$ cat src/logic/rsr_pkg.sv
package rsr_pkg;

    // Register addresses on the eight-bit host bus
    localparam logic [2:0] ADDR_RANDOM   = 3'h0;
    localparam logic [2:0] ADDR_STATUS   = 3'h1;
    localparam logic [2:0] ADDR_EVENT    = 3'h2;
    localparam logic [2:0] ADDR_PATTERN  = 3'h3;
    localparam logic [2:0] ADDR_FLOOR    = 3'h4;
    localparam logic [2:0] ADDR_CEILING  = 3'h5;
    localparam logic [2:0] ADDR_REMAIN   = 3'h6;
    localparam logic [2:0] ADDR_MONITOR  = 3'h7;

    // Status/command layout: low six bits live, top two read zero
    localparam int         STATUS_LIVE_BITS = 6;
    localparam logic [1:0] STATUS_TOP_VALUE = 2'h0;

    // Reset values
    localparam logic [7:0] EVENT_RESET   = 8'h00;
    localparam logic [3:0] PATTERN_RESET = 4'h0;
    localparam logic [7:0] FLOOR_RESET   = 8'h00;
    localparam logic [7:0] CEILING_RESET = 8'h00;
    localparam logic [7:0] REMAIN_RESET  = 8'h00;
    localparam logic [7:0] MONITOR_RESET = 8'h00;
    localparam logic [7:0] BUS_RESET     = 8'h00;

    // Run-up test figures
    localparam logic [9:0] TEST_SAMPLES  = 10'h3E8;
    localparam logic [7:0] EVENT_MAX     = 8'hFF;
    localparam logic [7:0] BYTE_PRESET   = 8'h43;
    localparam logic [6:0] BYTE_TOTAL    = 7'h43;

    // Fixed event counts in alarm-test mode, pattern p at bits [8p +: 8]
    localparam logic [127:0] ALARM_EVENTS = 128'h2A473F1D38425228_4E153B55254E21A0;

    // Fixed random register contents in alarm-test mode, first byte read first
    localparam logic [7:0] ALARM_BYTES [0:66] = '{
        8'h71, 8'hF0, 8'hEC, 8'hA1, 8'h58, 8'h73, 8'hF0, 8'hEC, 8'hA1, 8'h58, 8'h73, 8'hF0,
        8'hE8, 8'hA1, 8'h58, 8'h73, 8'hB0, 8'hE8, 8'hA1, 8'h58, 8'h73, 8'hB0, 8'hE8, 8'hA1,
        8'hC8, 8'h73, 8'hB0, 8'hE8, 8'hA1, 8'hC8, 8'h73, 8'hB0, 8'hE0, 8'hA1, 8'hC8, 8'h73,
        8'hB0, 8'hE0, 8'hA1, 8'hC8, 8'h61, 8'hB0, 8'hE0, 8'hA1, 8'hC9, 8'h61, 8'hB0, 8'hE0,
        8'hA1, 8'hC9, 8'h61, 8'hB0, 8'hA2, 8'hA1, 8'hC9, 8'h61, 8'hB0, 8'hA2, 8'hA1, 8'hC9,
        8'h41, 8'hB0, 8'hA2, 8'hA9, 8'hC9, 8'h41, 8'hB0
    };

    // Run-up test sequencer states
    typedef enum logic [2:0] {
        ST_IDLE = 3'b001,
        ST_RUN  = 3'b010,
        ST_DONE = 3'b100
    } rsr_state_t;

endpackage

$ cat src/logic/rsr_alarm_rom.sv
module rsr_alarm_rom (
    // Clock and reset
    input  wire logic       clk_in,
    input  wire logic       rst_n_in,
    input  wire logic       ce_in,
    // Read port
    input  wire logic [6:0] index_in,
    output logic      [7:0] data_out
);

    // Registered read; past the last byte the port shows zero
    always_ff @(posedge clk_in or negedge rst_n_in) begin
        if (!rst_n_in) begin
            data_out <= rsr_pkg::BUS_RESET;
        end else if (ce_in) begin
            if (index_in < rsr_pkg::BYTE_TOTAL) begin
                data_out <= rsr_pkg::ALARM_BYTES[index_in];
            end else begin
                data_out <= rsr_pkg::BUS_RESET;
            end
        end
    end

endmodule // rsr_alarm_rom

$ cat src/logic/rsr_status_regs.sv
//Contract
// - Status bits seven and six read zero
// - Event count read-only, last completed test
// - Event count saturates at FF
// - Master reset clears event count
// - Pattern register shows last test pattern
// - Pattern counter advances on passing test
// - Failed test keeps pattern for retry
// - Master reset leaves pattern state alone
// - Pattern counter counts on from any state
// - Lower limit readable and writable
// - Upper limit readable and writable
// - Ready rising presets byte counter 43
// - Byte counter counts down, holds zero
// - Monitor captures shift-register input byte
// - Monitor loads on sample clock rise
// - Alarm mode gives fixed event counts
// - Alarm mode gives fixed random bytes
// - Thousand nibble compares, count matches
// - Count outside limits fails test
// - Alarm command loads known sequence
module rsr_status_regs (
    // Clock, reset, enable
    input  wire logic       CLK_IN,
    input  wire logic       RST_N_IN,
    input  wire logic       CE_IN,
    // Host bus
    input  wire logic       CS_N_IN,
    input  wire logic       RD_N_IN,
    input  wire logic       WR_N_IN,
    input  wire logic [2:0] ADDR_IN,
    input  wire logic [7:0] DATA_IN,
    output logic      [7:0] DATA_OUT,
    output logic            DATA_OE_OUT,
    // Device state from the rest of the chip
    input  wire logic       MASTER_RESET_PIN_IN,
    input  wire logic       ALARM_SELFTEST_COMMAND_IN,
    input  wire logic       RANDOM_READY_FLAG_IN,
    input  wire logic [5:0] STATUS_BITS_IN,
    input  wire logic [7:0] RANDOM_BYTE_IN,
    // Run-up datapath
    input  wire logic       TEST_START_IN,
    input  wire logic       SAMPLE_VALID_IN,
    input  wire logic [3:0] SAMPLE_NIBBLE_IN,
    output logic            TEST_BUSY_OUT,
    output logic            TEST_PASS_OUT,
    output logic            TEST_FAIL_OUT,
    output logic      [3:0] PATTERN_COUNT_OUT,
    // Monitor tap
    input  wire logic       MONITOR_SAMPLE_CLOCK_IN,
    input  wire logic [7:0] MONITOR_BYTE_IN
);

    rsr_pkg::rsr_state_t state;
    logic [7:0] match_event_count;
    logic [3:0] test_pattern_value;
    logic [3:0] pattern_count;
    logic [7:0] runup_floor;
    logic [7:0] runup_ceiling;
    logic [7:0] bytes_remaining;
    logic [7:0] raw_input_monitor;
    logic [7:0] match_acc;
    logic [9:0] sample_count;
    logic [7:0] test_result;
    logic       test_pass;
    logic       rd_prev;
    logic       wr_prev;
    logic [2:0] rd_addr;
    logic [2:0] wr_addr;
    logic [7:0] wr_data;
    logic       ready_prev;
    logic       monitor_sample_clock_prev;
    logic [7:0] rom_data;
    logic [7:0] next_data;
    logic       rd_active;
    logic       wr_active;
    logic       rd_done;
    logic       wr_done;
    logic       ready_rise;

    // Bus strobes are synchronous; an access ends when its strobe releases
    assign rd_active  = !CS_N_IN && !RD_N_IN;
    assign wr_active  = !CS_N_IN && !WR_N_IN;
    assign rd_done    = rd_prev && !rd_active;
    assign wr_done    = wr_prev && !wr_active;
    assign ready_rise = RANDOM_READY_FLAG_IN && !ready_prev;

    // Strobe history and captured address/data
    always_ff @(posedge CLK_IN or negedge RST_N_IN) begin
        if (!RST_N_IN) begin
            rd_prev    <= 1'b0;
            wr_prev    <= 1'b0;
            rd_addr    <= rsr_pkg::ADDR_RANDOM;
            wr_addr    <= rsr_pkg::ADDR_RANDOM;
            wr_data    <= rsr_pkg::BUS_RESET;
            ready_prev <= 1'b0;
            monitor_sample_clock_prev  <= 1'b0;
        end else if (CE_IN) begin
            rd_prev    <= rd_active;
            wr_prev    <= wr_active;
            ready_prev <= RANDOM_READY_FLAG_IN;
            monitor_sample_clock_prev  <= MONITOR_SAMPLE_CLOCK_IN;
            if (rd_active) begin
                rd_addr <= ADDR_IN;
            end
            // Data is taken while the strobe is low, so the last value before release wins
            if (wr_active) begin
                wr_addr <= ADDR_IN;
                wr_data <= DATA_IN;
            end
        end
    end

    // Limit registers, the only host-writable state here
    always_ff @(posedge CLK_IN or negedge RST_N_IN) begin
        if (!RST_N_IN) begin
            runup_floor   <= rsr_pkg::FLOOR_RESET;
            runup_ceiling <= rsr_pkg::CEILING_RESET;
        end else if (CE_IN && wr_done) begin
            if (wr_addr == rsr_pkg::ADDR_FLOOR) begin
                runup_floor <= wr_data;
            end else if (wr_addr == rsr_pkg::ADDR_CEILING) begin
                runup_ceiling <= wr_data;
            end
            // Other addresses: read-only here, write dropped
        end
    end

    // Alarm-test contents stand in for the random bytes; index follows the down counter
    rsr_alarm_rom u_rom (
        .clk_in   (CLK_IN),
        .rst_n_in (RST_N_IN),
        .ce_in    (CE_IN),
        .index_in (7'(rsr_pkg::BYTE_PRESET - bytes_remaining)),
        .data_out (rom_data)
    );

    // Read data mux
    always_comb begin
        next_data = rsr_pkg::BUS_RESET;
        if (ADDR_IN == rsr_pkg::ADDR_RANDOM) begin
            next_data = ALARM_SELFTEST_COMMAND_IN ? rom_data : RANDOM_BYTE_IN;
        end else if (ADDR_IN == rsr_pkg::ADDR_STATUS) begin
            next_data = {rsr_pkg::STATUS_TOP_VALUE, STATUS_BITS_IN};
        end else if (ADDR_IN == rsr_pkg::ADDR_EVENT) begin
            next_data = match_event_count;
        end else if (ADDR_IN == rsr_pkg::ADDR_PATTERN) begin
            next_data = {4'h0, test_pattern_value};
        end else if (ADDR_IN == rsr_pkg::ADDR_FLOOR) begin
            next_data = runup_floor;
        end else if (ADDR_IN == rsr_pkg::ADDR_CEILING) begin
            next_data = runup_ceiling;
        end else if (ADDR_IN == rsr_pkg::ADDR_REMAIN) begin
            next_data = bytes_remaining;
        end else begin
            next_data = raw_input_monitor;
        end
    end

    // Registered read data; the pins drive only during a selected read
    always_ff @(posedge CLK_IN or negedge RST_N_IN) begin
        if (!RST_N_IN) begin
            DATA_OUT <= rsr_pkg::BUS_RESET;
        end else if (CE_IN) begin
            DATA_OUT <= next_data;
        end
    end
    assign DATA_OE_OUT = rd_active;

    // Remaining-byte down counter; a preset wins over a read in the same cycle
    always_ff @(posedge CLK_IN or negedge RST_N_IN) begin
        if (!RST_N_IN) begin
            bytes_remaining <= rsr_pkg::REMAIN_RESET;
        end else if (CE_IN) begin
            if (ready_rise) begin
                bytes_remaining <= rsr_pkg::BYTE_PRESET;
            end else if (rd_done && rd_addr == rsr_pkg::ADDR_RANDOM && bytes_remaining != 8'h00) begin
                bytes_remaining <= bytes_remaining - 8'h01;
            end
        end
    end

    // Monitor tap: the sample clock is an ordinary synchronous input, edge found by compare
    always_ff @(posedge CLK_IN or negedge RST_N_IN) begin
        if (!RST_N_IN) begin
            raw_input_monitor <= rsr_pkg::MONITOR_RESET;
        end else if (CE_IN && MONITOR_SAMPLE_CLOCK_IN && !monitor_sample_clock_prev) begin
            raw_input_monitor <= MONITOR_BYTE_IN;
        end
    end

    // End-of-test result; alarm mode substitutes the pattern's fixed count for the match count
    always_comb begin
        test_result = ALARM_SELFTEST_COMMAND_IN ? rsr_pkg::ALARM_EVENTS[{pattern_count, 3'h0} +: 8]
                                                : match_acc;
        test_pass   = (test_result >= runup_floor) && (test_result <= runup_ceiling);
    end

    // Run-up sequencer; master reset aborts the test but spares the pattern
    always_ff @(posedge CLK_IN or negedge RST_N_IN) begin
        if (!RST_N_IN) begin
            state        <= rsr_pkg::ST_IDLE;
            match_acc    <= rsr_pkg::EVENT_RESET;
            sample_count <= 10'h000;
        end else if (CE_IN) begin
            if (MASTER_RESET_PIN_IN) begin
                state        <= rsr_pkg::ST_IDLE;
                match_acc    <= rsr_pkg::EVENT_RESET;
                sample_count <= 10'h000;
            end else begin
                case (state)
                    rsr_pkg::ST_IDLE: begin
                        if (TEST_START_IN) begin
                            state        <= rsr_pkg::ST_RUN;
                            match_acc    <= rsr_pkg::EVENT_RESET;
                            sample_count <= 10'h000;
                        end
                    end
                    rsr_pkg::ST_RUN: begin
                        if (SAMPLE_VALID_IN) begin
                            // Saturate instead of wrapping so a stuck source still fails high
                            if (SAMPLE_NIBBLE_IN == pattern_count && match_acc != rsr_pkg::EVENT_MAX) begin
                                match_acc <= match_acc + 8'h01;
                            end
                            sample_count <= sample_count + 10'h001;
                            if (sample_count == rsr_pkg::TEST_SAMPLES - 10'h001) begin
                                state <= rsr_pkg::ST_DONE;
                            end
                        end
                    end
                    rsr_pkg::ST_DONE: begin
                        state <= rsr_pkg::ST_IDLE;
                    end
                    default: begin
                        state <= rsr_pkg::ST_IDLE;
                    end
                endcase
            end
        end
    end

    // Event count: loaded at completion, cleared by master reset
    always_ff @(posedge CLK_IN or negedge RST_N_IN) begin
        if (!RST_N_IN) begin
            match_event_count <= rsr_pkg::EVENT_RESET;
        end else if (CE_IN) begin
            if (MASTER_RESET_PIN_IN) begin
                match_event_count <= rsr_pkg::EVENT_RESET;
            end else if (state == rsr_pkg::ST_DONE) begin
                match_event_count <= test_result;
            end
        end
    end

    // Pattern state; reset only by power-on, any start value is legal
    always_ff @(posedge CLK_IN or negedge RST_N_IN) begin
        if (!RST_N_IN) begin
            pattern_count      <= rsr_pkg::PATTERN_RESET;
            test_pattern_value <= rsr_pkg::PATTERN_RESET;
        end else if (CE_IN && !MASTER_RESET_PIN_IN && state == rsr_pkg::ST_DONE) begin
            test_pattern_value <= pattern_count;
            if (test_pass) begin
                pattern_count <= pattern_count + 4'h1;
            end
            // A failing test keeps the pattern for the retry
        end
    end

    // Result pulses
    always_ff @(posedge CLK_IN or negedge RST_N_IN) begin
        if (!RST_N_IN) begin
            TEST_PASS_OUT <= 1'b0;
            TEST_FAIL_OUT <= 1'b0;
        end else if (CE_IN) begin
            TEST_PASS_OUT <= state == rsr_pkg::ST_DONE && !MASTER_RESET_PIN_IN && test_pass;
            TEST_FAIL_OUT <= state == rsr_pkg::ST_DONE && !MASTER_RESET_PIN_IN && !test_pass;
        end
    end

    assign TEST_BUSY_OUT     = state != rsr_pkg::ST_IDLE;
    assign PATTERN_COUNT_OUT = pattern_count;

    // Checks
    property p_status_top;
        @(posedge CLK_IN) disable iff (!RST_N_IN)
        CE_IN && ADDR_IN == rsr_pkg::ADDR_STATUS |=> DATA_OUT[7:6] == 2'h0 && DATA_OUT[5:0] == $past(STATUS_BITS_IN);
    endproperty
    a_status_top: assert property (p_status_top) else $error("status top bits not zero");

    property p_event_ro;
        @(posedge CLK_IN) disable iff (!RST_N_IN)
        CE_IN && state != rsr_pkg::ST_DONE && !MASTER_RESET_PIN_IN |=> $stable(match_event_count);
    endproperty
    a_event_ro: assert property (p_event_ro) else $error("event count changed outside completion");

    property p_mr_clear;
        @(posedge CLK_IN) disable iff (!RST_N_IN)
        CE_IN && MASTER_RESET_PIN_IN |=> match_event_count == 8'h00 && state == rsr_pkg::ST_IDLE;
    endproperty
    a_mr_clear: assert property (p_mr_clear) else $error("master reset did not clear event count");

    property p_pattern_hold;
        @(posedge CLK_IN) disable iff (!RST_N_IN)
        MASTER_RESET_PIN_IN |=> $stable(pattern_count) && $stable(test_pattern_value);
    endproperty
    a_pattern_hold: assert property (p_pattern_hold) else $error("master reset moved pattern");

    property p_pat_adv;
        @(posedge CLK_IN) disable iff (!RST_N_IN)
        TEST_PASS_OUT |-> pattern_count == $past(pattern_count) + 4'h1
                          && test_pattern_value == $past(pattern_count);
    endproperty
    a_pat_adv: assert property (p_pat_adv) else $error("pattern did not advance on pass");

    property p_pat_fail;
        @(posedge CLK_IN) disable iff (!RST_N_IN)
        TEST_FAIL_OUT |-> $stable(pattern_count)
                          && (match_event_count < runup_floor || match_event_count > runup_ceiling);
    endproperty
    a_pat_fail: assert property (p_pat_fail) else $error("fail moved pattern or count in range");

    property p_preset;
        @(posedge CLK_IN) disable iff (!RST_N_IN)
        CE_IN && RANDOM_READY_FLAG_IN && !ready_prev |=> bytes_remaining == 8'h43;
    endproperty
    a_preset: assert property (p_preset) else $error("byte counter not preset to 43");

    property p_count_down;
        @(posedge CLK_IN) disable iff (!RST_N_IN)
        CE_IN && !ready_rise && rd_done && rd_addr == rsr_pkg::ADDR_RANDOM
        |=> bytes_remaining == ($past(bytes_remaining) == 8'h00 ? 8'h00 : $past(bytes_remaining) - 8'h01);
    endproperty
    a_count_down: assert property (p_count_down) else $error("byte counter step wrong");

    property p_monitor;
        @(posedge CLK_IN) disable iff (!RST_N_IN)
        CE_IN && MONITOR_SAMPLE_CLOCK_IN && !monitor_sample_clock_prev |=> raw_input_monitor == $past(MONITOR_BYTE_IN);
    endproperty
    a_monitor: assert property (p_monitor) else $error("monitor missed sample edge");

    property p_alarm_count;
        @(posedge CLK_IN) disable iff (!RST_N_IN)
        TEST_PASS_OUT && $past(ALARM_SELFTEST_COMMAND_IN)
        |-> match_event_count == rsr_pkg::ALARM_EVENTS[{test_pattern_value, 3'h0} +: 8];
    endproperty
    a_alarm_count: assert property (p_alarm_count) else $error("alarm event count wrong");

    property p_saturate;
        @(posedge CLK_IN) disable iff (!RST_N_IN)
        match_acc == 8'hFF && !MASTER_RESET_PIN_IN && state == rsr_pkg::ST_RUN |=> match_acc == 8'hFF;
    endproperty
    a_saturate: assert property (p_saturate) else $error("event count wrapped");

    c_pass: cover property (@(posedge CLK_IN) disable iff (!RST_N_IN) TEST_PASS_OUT);
    c_fail: cover property (@(posedge CLK_IN) disable iff (!RST_N_IN) TEST_FAIL_OUT);
    c_drain: cover property (@(posedge CLK_IN) disable iff (!RST_N_IN)
        bytes_remaining == 8'h01 ##[1:50] bytes_remaining == 8'h00);
    c_limit_write: cover property (@(posedge CLK_IN) disable iff (!RST_N_IN)
        wr_done && wr_addr == rsr_pkg::ADDR_CEILING);

endmodule // rsr_status_regs

$ cat config.mk
export PLATFORM = sky130hd
export DESIGN_NAME = rsr_status_regs
export DESIGN_NICKNAME = d
export VERILOG_FILES = /design/src/logic/rsr_pkg.sv /design/src/logic/rsr_alarm_rom.sv /design/src/logic/rsr_status_regs.sv
export SDC_FILE = /design/constraint.sdc
export NUM_CORES = 1
export LEC_CHECK = 0
export BUFFER_PORTS_ARGS = -buffer_cell sky130_fd_sc_hd__clkbuf_2
export CAP_MARGIN = 20
export CORE_ASPECT_RATIO = 1.2
export CORE_MARGIN = 5
export CORE_UTILIZATION = 31
export DETAILED_ROUTE_END_ITERATION = 6
export SLEW_MARGIN = 20
export SYNTH_ARGS = -nofsm -noshare
export SYNTH_HDL_FRONTEND = slang
export SYNTH_SLANG_ARGS = --single-unit
$ cat constraint.sdc
create_clock -name CLK_IN -period 4.3 [get_ports CLK_IN]
set_input_delay 1.29 -clock CLK_IN [delete_from_list [all_inputs] [get_ports CLK_IN]]
set_output_delay 1.29 -clock CLK_IN [all_outputs]
set_load 0.05 [all_outputs]
Word level (Yosys, flattened, before mapping)
Memory sizes are Yosys's and may differ from the RTL's.
Cells that the tools add are included.
{ "word_totals": {"out_inout_bits": 16, "memories": 1, "ff_bits": 105, "mem_bits_ro": 1024, "input_bits": 49} }
{ "memory_table": {"columns": ["name", "depth", "width", "read_ports", "rd_clocked_by_memory_dff", "write_ports", "line", "rtl"], "rows": [
  ["(no name shown)", 128, 8, 1, 0, 0, "rsr_alarm_rom.sv:17", "data_out <= rsr_pkg::ALARM_BYTES[index_in];"]
]} }
{ "classes": {"shift": 1, "reduce_logical": 42, "muxes": 30, "n_bitwise": 2, "n_eq_ne": 19, "n_addsub": 5, "n_lt_le_gt_ge": 4} }
{ "op_table": {"columns": ["op", "count"], "rows": [
  ["$mux 8", 20],
  ["$shiftx 128x8->8 const A", 1],
  ["$mux 10", 3],
  ["$pmux 10 s2", 1],
  ["$eq 3x3->1 const B", 6],
  ["$logic_and 1x1->1", 17],
  ["$pmux 8 s2", 1],
  ["$mux 3", 4],
  ["$ne 3x3->1 const B", 4],
  ["$reduce_and 2->1", 6],
  ["$add 10x1->10 const B", 1],
  ["$eq 10x10->1 const B", 1],
  ["$eq 3x2->1 const B", 3],
  ["$logic_not 1->1", 9],
  ["$add 8x1->8 const B", 1],
  ["$ge 8x8->1", 1],
  ["$ge 8x8->1 const B", 1],
  ["$le 8x8->1", 1],
  ["$ne 8x8->1 const B", 1],
  ["$not 7->8", 1],
  ["$reduce_and 4->1", 2],
  ["$reduce_bool 8->1", 1],
  ["$sub 8x1->8 const B", 1],
  ["$lt 7x7->1 const B", 1],
  ["other kinds (12)", 15]
]} }

Depth between registers and ports, before layout
{ "depth": {"word_depth": 8, "depth_mapped": 13, "mapped_depth_nobuf": 13} }

Cells and area by module
From an unflattened synthesis, not the netlist that was laid out.
{ "hier_totals": {"cells_unflattened": 707, "hier_area_um2": 6900.4} }
{ "modules_own_cells": {"columns": ["module", "cells_each", "area_per_inst_um2", "instances"], "rows": [
  ["rsr_status_regs", 538, 5569.1, 1],
  ["rsr_alarm_rom", 169, 1331.3, 1]
]} }

Least setup slack after synthesis
OpenSTA, ideal clock, no wires.
{ "synth_timing": {"kind": "input-to-reg", "startpoint": "in ALARM_SELFTEST_COMMAND_IN", "endpoint": "reg pattern_count[1] (netlist: PATTERN_COUNT_OUT[1])", "arrival_ps": 3624, "setup_slack_ps": 548, "setup_time_ps": 128, "n_path_buf": 2, "t_required_ps": 4172, "path_stages": 11, "cell_sequence": "buf_2 clkbuf_1 o21ai_0 o22ai_1 ha_1 nor2b_1 o211ai_1 a21oi_1 o22a_1 nor3_2 mux2_1"} }
{ "synth_between": {"elab_chain_cells": 4} }
{ "synth_lines": {"columns": ["element", "line", "rtl"], "rows": [
  ["start: declaration", "rsr_status_regs.sv:37", "input wire logic ALARM_SELFTEST_COMMAND_IN,"],
  ["$mux 8 (*)", "rsr_status_regs.sv:194", "test_result = ALARM_SELFTEST_COMMAND_IN ? rsr_pkg::ALARM_EVENTS[{pattern_count, 3'h0} +: 8]"],
  ["$ge 8x8->1 / $le 8x8->1 (equally long branches)", "rsr_status_regs.sv:196", "test_pass = (test_result >= runup_floor) && (test_result <= runup_ceiling);"],
  ["$logic_and 1x1->1 (*)", "rsr_status_regs.sv:196", null],
  ["$reduce_and 2->1 (no source line) (*)", null, null],
  ["end signal: assignment", "rsr_status_regs.sv:258", "pattern_count <= rsr_pkg::PATTERN_RESET;"],
  ["end signal: assignment", "rsr_status_regs.sv:263", "pattern_count <= pattern_count + 4'h1;"],
  ["end: declaration", "rsr_status_regs.sv:57", "logic [3:0] pattern_count;"]
]} }
Every way passes the cells marked *; elsewhere a longest branch is shown, timed or not.
A chain may end at the register's enable or synchronous reset.

Final worst setup path
{ "layout_timing": {"startpoint": "reg pattern_count[0] (netlist: PATTERN_COUNT_OUT[0])", "endpoint": "reg pattern_count[1] (netlist: PATTERN_COUNT_OUT[1])"} }
{ "layout_between": {"elab_chain_cells": 5} }
{ "layout_lines": {"columns": ["element", "line"], "rows": [
  ["$shiftx 128x8->8", "rsr_status_regs.sv:194"],
  ["$mux 8", "rsr_status_regs.sv:194"],
  ["$ge 8x8->1 / $le 8x8->1 (equally long branches)", "rsr_status_regs.sv:196"],
  ["$logic_and 1x1->1", "rsr_status_regs.sv:196"],
  ["$reduce_and 2->1 (no source line)", null]
]} }
Several ways; a longest one is shown, not always the timed one.

==> flow_metrics.env <==
export IMPL_vias=5339
export IMPL_reg2reg_depth=10
export IMPL_synthToLayoutAreaGrowth_pct=12.7
export IMPL_cts_root_buf="clkbuf_16"
export IMPL_place_ws_ns=0.489
export IMPL_portBuffers=64
export IMPL_ys_ff_latch=105
export IMPL_hold_violations=0
export IMPL_worstSetupEndpointType="register"
export IMPL_yosysWarnings=0
export IMPL_leakage_nw=3.42
export IMPL_antenna_found_initial=0
export IMPL_worst_pin_slew_ns=1.01
export IMPL_final_nets=820
export IMPL_crit_path_max_fanout=9
export IMPL_antennaDiodeCount=0
export IMPL_cts_resized=0
export IMPL_grt_pass1_vias=5313
export IMPL_worstSetupPathType="reg2reg"
export IMPL_fmax_mhz=280
export IMPL_grt_usage_pct=14.7
export IMPL_fin_crit_sh_pct=83.0
export IMPL_via_per_inst=5.27
export IMPL_die_h_um=172
export IMPL_ctsHoldBuffers=0
export IMPL_synth_edf_count=0
export IMPL_cts_max_level=3
export IMPL_dp_hpwl_um=13800
export IMPL_cts_sinks=105
export IMPL_skew_ns=0.00804
export IMPL_drv_cap=0
export IMPL_cp_start_kind="register"
export IMPL_cp_arrival_ns=3.80
export IMPL_r2r_start="PATTERN_COUNT_OUT[0]"
export IMPL_ir_worst_vdd_v=0.000178
export IMPL_min_period_ns=3.57
export IMPL_r2r_slack_ns=0.73
export IMPL_synthTopCellsByArea="dfrtp_1 38%, mux2_2 7.0%, ha_1 6.8%, mux4_2 4.3%, o21ai_0 3.5%"
export IMPL_drv_slew=0
export IMPL_syn_avg_cell_area_um2=9.80
export IMPL_antenna_left=0
export IMPL_worst_slack_ns=0.730
export IMPL_dp_cells=997
export IMPL_grt_pass1_wl_um=29600
export IMPL_cts_buffers_inserted=9
export IMPL_clock_path_buffers=2
export IMPL_layout_drive_gt1_share_pct=22.2
export IMPL_crit_end="PATTERN_COUNT_OUT[1]"
export IMPL_start_util_pct=31.3
export IMPL_rows=59
export IMPL_clock_latency_ns=0.34
export IMPL_whs_ns=0.486
export IMPL_pin_count=65
export IMPL_core_area_um2=21600
export IMPL_finalSetupViolations=0
export IMPL_async_reset_ff_share_pct=100
export IMPL_synth_distinct_cells=72
export IMPL_crit_start="PATTERN_COUNT_OUT[0]"
export IMPL_clk_pin_slew_ns=0.08
export IMPL_status="finished, final reports clean"
export IMPL_cp_required_ns=4.53
export IMPL_synth_cells=691
export IMPL_dr_pass1_iters=5
export IMPL_hold_class="reg2reg"
export IMPL_synth_ff_type="dfrtp_1"
export IMPL_cts_tree="built"
export IMPL_post_cts_setup_buffers=0
export IMPL_overflow=0
export IMPL_yosysTopAreaCell="dfrtp_1"
export IMPL_synth_top_cell_area_share_pct=38.4
export IMPL_rsz0062_at_grt="false"
export IMPL_gp_congestion=0.897
export IMPL_worstReg2RegEnd="PATTERN_COUNT_OUT[1]"
export IMPL_finalNonFillerCells=1013
export IMPL_wire_per_inst_um=17.9
export IMPL_relSlewSlack_pct=31.9
export IMPL_syn_nets=777
export IMPL_power_density_nw_per_um2=364
export IMPL_seq_area_frac_synth_pct=38.8
export IMPL_die_x_um=145
export IMPL_remaining_drc_errors=0
export IMPL_netlist_area_um2=6770
export IMPL_drtIter0Drc=346
export IMPL_setup_tns_ns=0
export IMPL_wirelength_um=18200
export IMPL_grt_start_max_net_pins=50
export IMPL_fin_util_pct=35.3
export IMPL_dieArea_um2=24900
[cells in the final DEF (no fill, tap or decap), types with 5 or more instances in the layout]
cell and instances:
ha_1 37, a31oi_1 7, mux4_2 13, a21oi_1 40, nand3_1 19, o22ai_1 5
buf_4 12, o211ai_1 11, inv_1 38, mux2_2 42, nor2b_1 7, xor2_1 12
dfrtp_1 104, nand4_1 13, nor3_1 14, o2bb2ai_1 7, mux2i_1 15, o21ai_0 47
nor2_1 54, a21o_1 8, a22o_1 9, clkbuf_2 63, xnor2_1 16, nand2b_1 10
nand2_1 47, clkbuf_16 9
[kinds of logic (layout without fill, tap and decap cells)]
family	after synthesis	count (layout)	synth area share [%]
compound gates	170	170	16.6
xor+xnor	29	29	3.86
fa+ha+maj	37	37	6.84
buf+inv	81	129	5.17
flops	105	105	38.8
mux	71	71	13.7
simple gates	198	198	15.0
[power breakdown]
| group | switching (mW) | total [mW] | leakage, nW | internal, mW |
|---|---|---|---|---|
| combinational | 0.378 | 0.658 | 1.94 | 0.280 |
| clock | 0.397 | 0.874 | 0.151 | 0.477 |
| sequential | 0.118 | 1.25 | 1.32 | 1.13 |
[per-stage QoR]
step | power (mW) | area (um^2)
floorplan | 1.70 | 6770
global placement | 1.92 | 7320
detailed placement | 1.93 | 7320
CTS | 2.81 | 7630
global route | 2.93 | 7630
finish | 2.78 | 7630
[worst max-delay path, stage by stage (launching register included)]
cell and delay [ns]:
dfrtp_1 0.55, inv_1 0.23, ha_1 0.40, mux4_2 0.50, a21oi_1 0.29, ha_1 0.30, a21oi_1 0.14, o21ai_0 0.11
o22a_1 0.24, nor3_2 0.34, mux2_1 0.35
[Yosys cell counts, types with 13 or more instances]
master / number
dfrtp_1: 104
nor2_1: 54
nand2_1: 47
o21ai_0: 47
mux2_2: 42
a21oi_1: 40
inv_1: 38
ha_1: 37
nand3_1: 19
buf_2: 16
clkbuf_1: 16
xnor2_1: 16
mux2i_1: 15
nor3_1: 15
mux4_2: 13
nand4_1: 13
[how the worst min path moves through the flow]
stage / start / end / cells past startpoint
5_1_grt: wr_prev / wr_prev / 1
3_3_place_gp: wr_prev / wr_prev / 1
6_report: wr_prev / wr_prev / 1
2_1_floorplan: test_pattern_value[3] / test_pattern_value[3] / 2
4_1_cts: test_pattern_value[3] / test_pattern_value[3] / 2
3_5_place_dp: test_pattern_value[3] / test_pattern_value[3] / 2
[routing by layer]
metal  wire length [um]  track usage [%]
met1               8150             20.0
met2               8720             24.3
met3                880             2.23
met4                418             4.38
met5                  0                0
[registers in the layout, summed over array words and instances, names as in the netlist, 4 cells and up]
register	cells
DATA_OUT	8
raw_input_monitor	8
match_acc	8
sample_count	10
wr_data	8
runup_ceiling	8
PATTERN_COUNT_OUT	4
u_rom.data_out	8
bytes_remaining	8
match_event_count	8
test_pattern_value	4
runup_floor	8
[area by class of cell]
cell class / count / area, um^2
clock buffers: 10 / 239
clock inverters: 6 / 75.1
fillers: 2186 / 14000
inverters: 38 / 143
multi-input cells: 505 / 3800
flip-flops and latches: 105 / 2630
well taps: 274 / 343
repair buffers: 75 / 405
No activity file was read; power rests on OpenSTA's default activity.
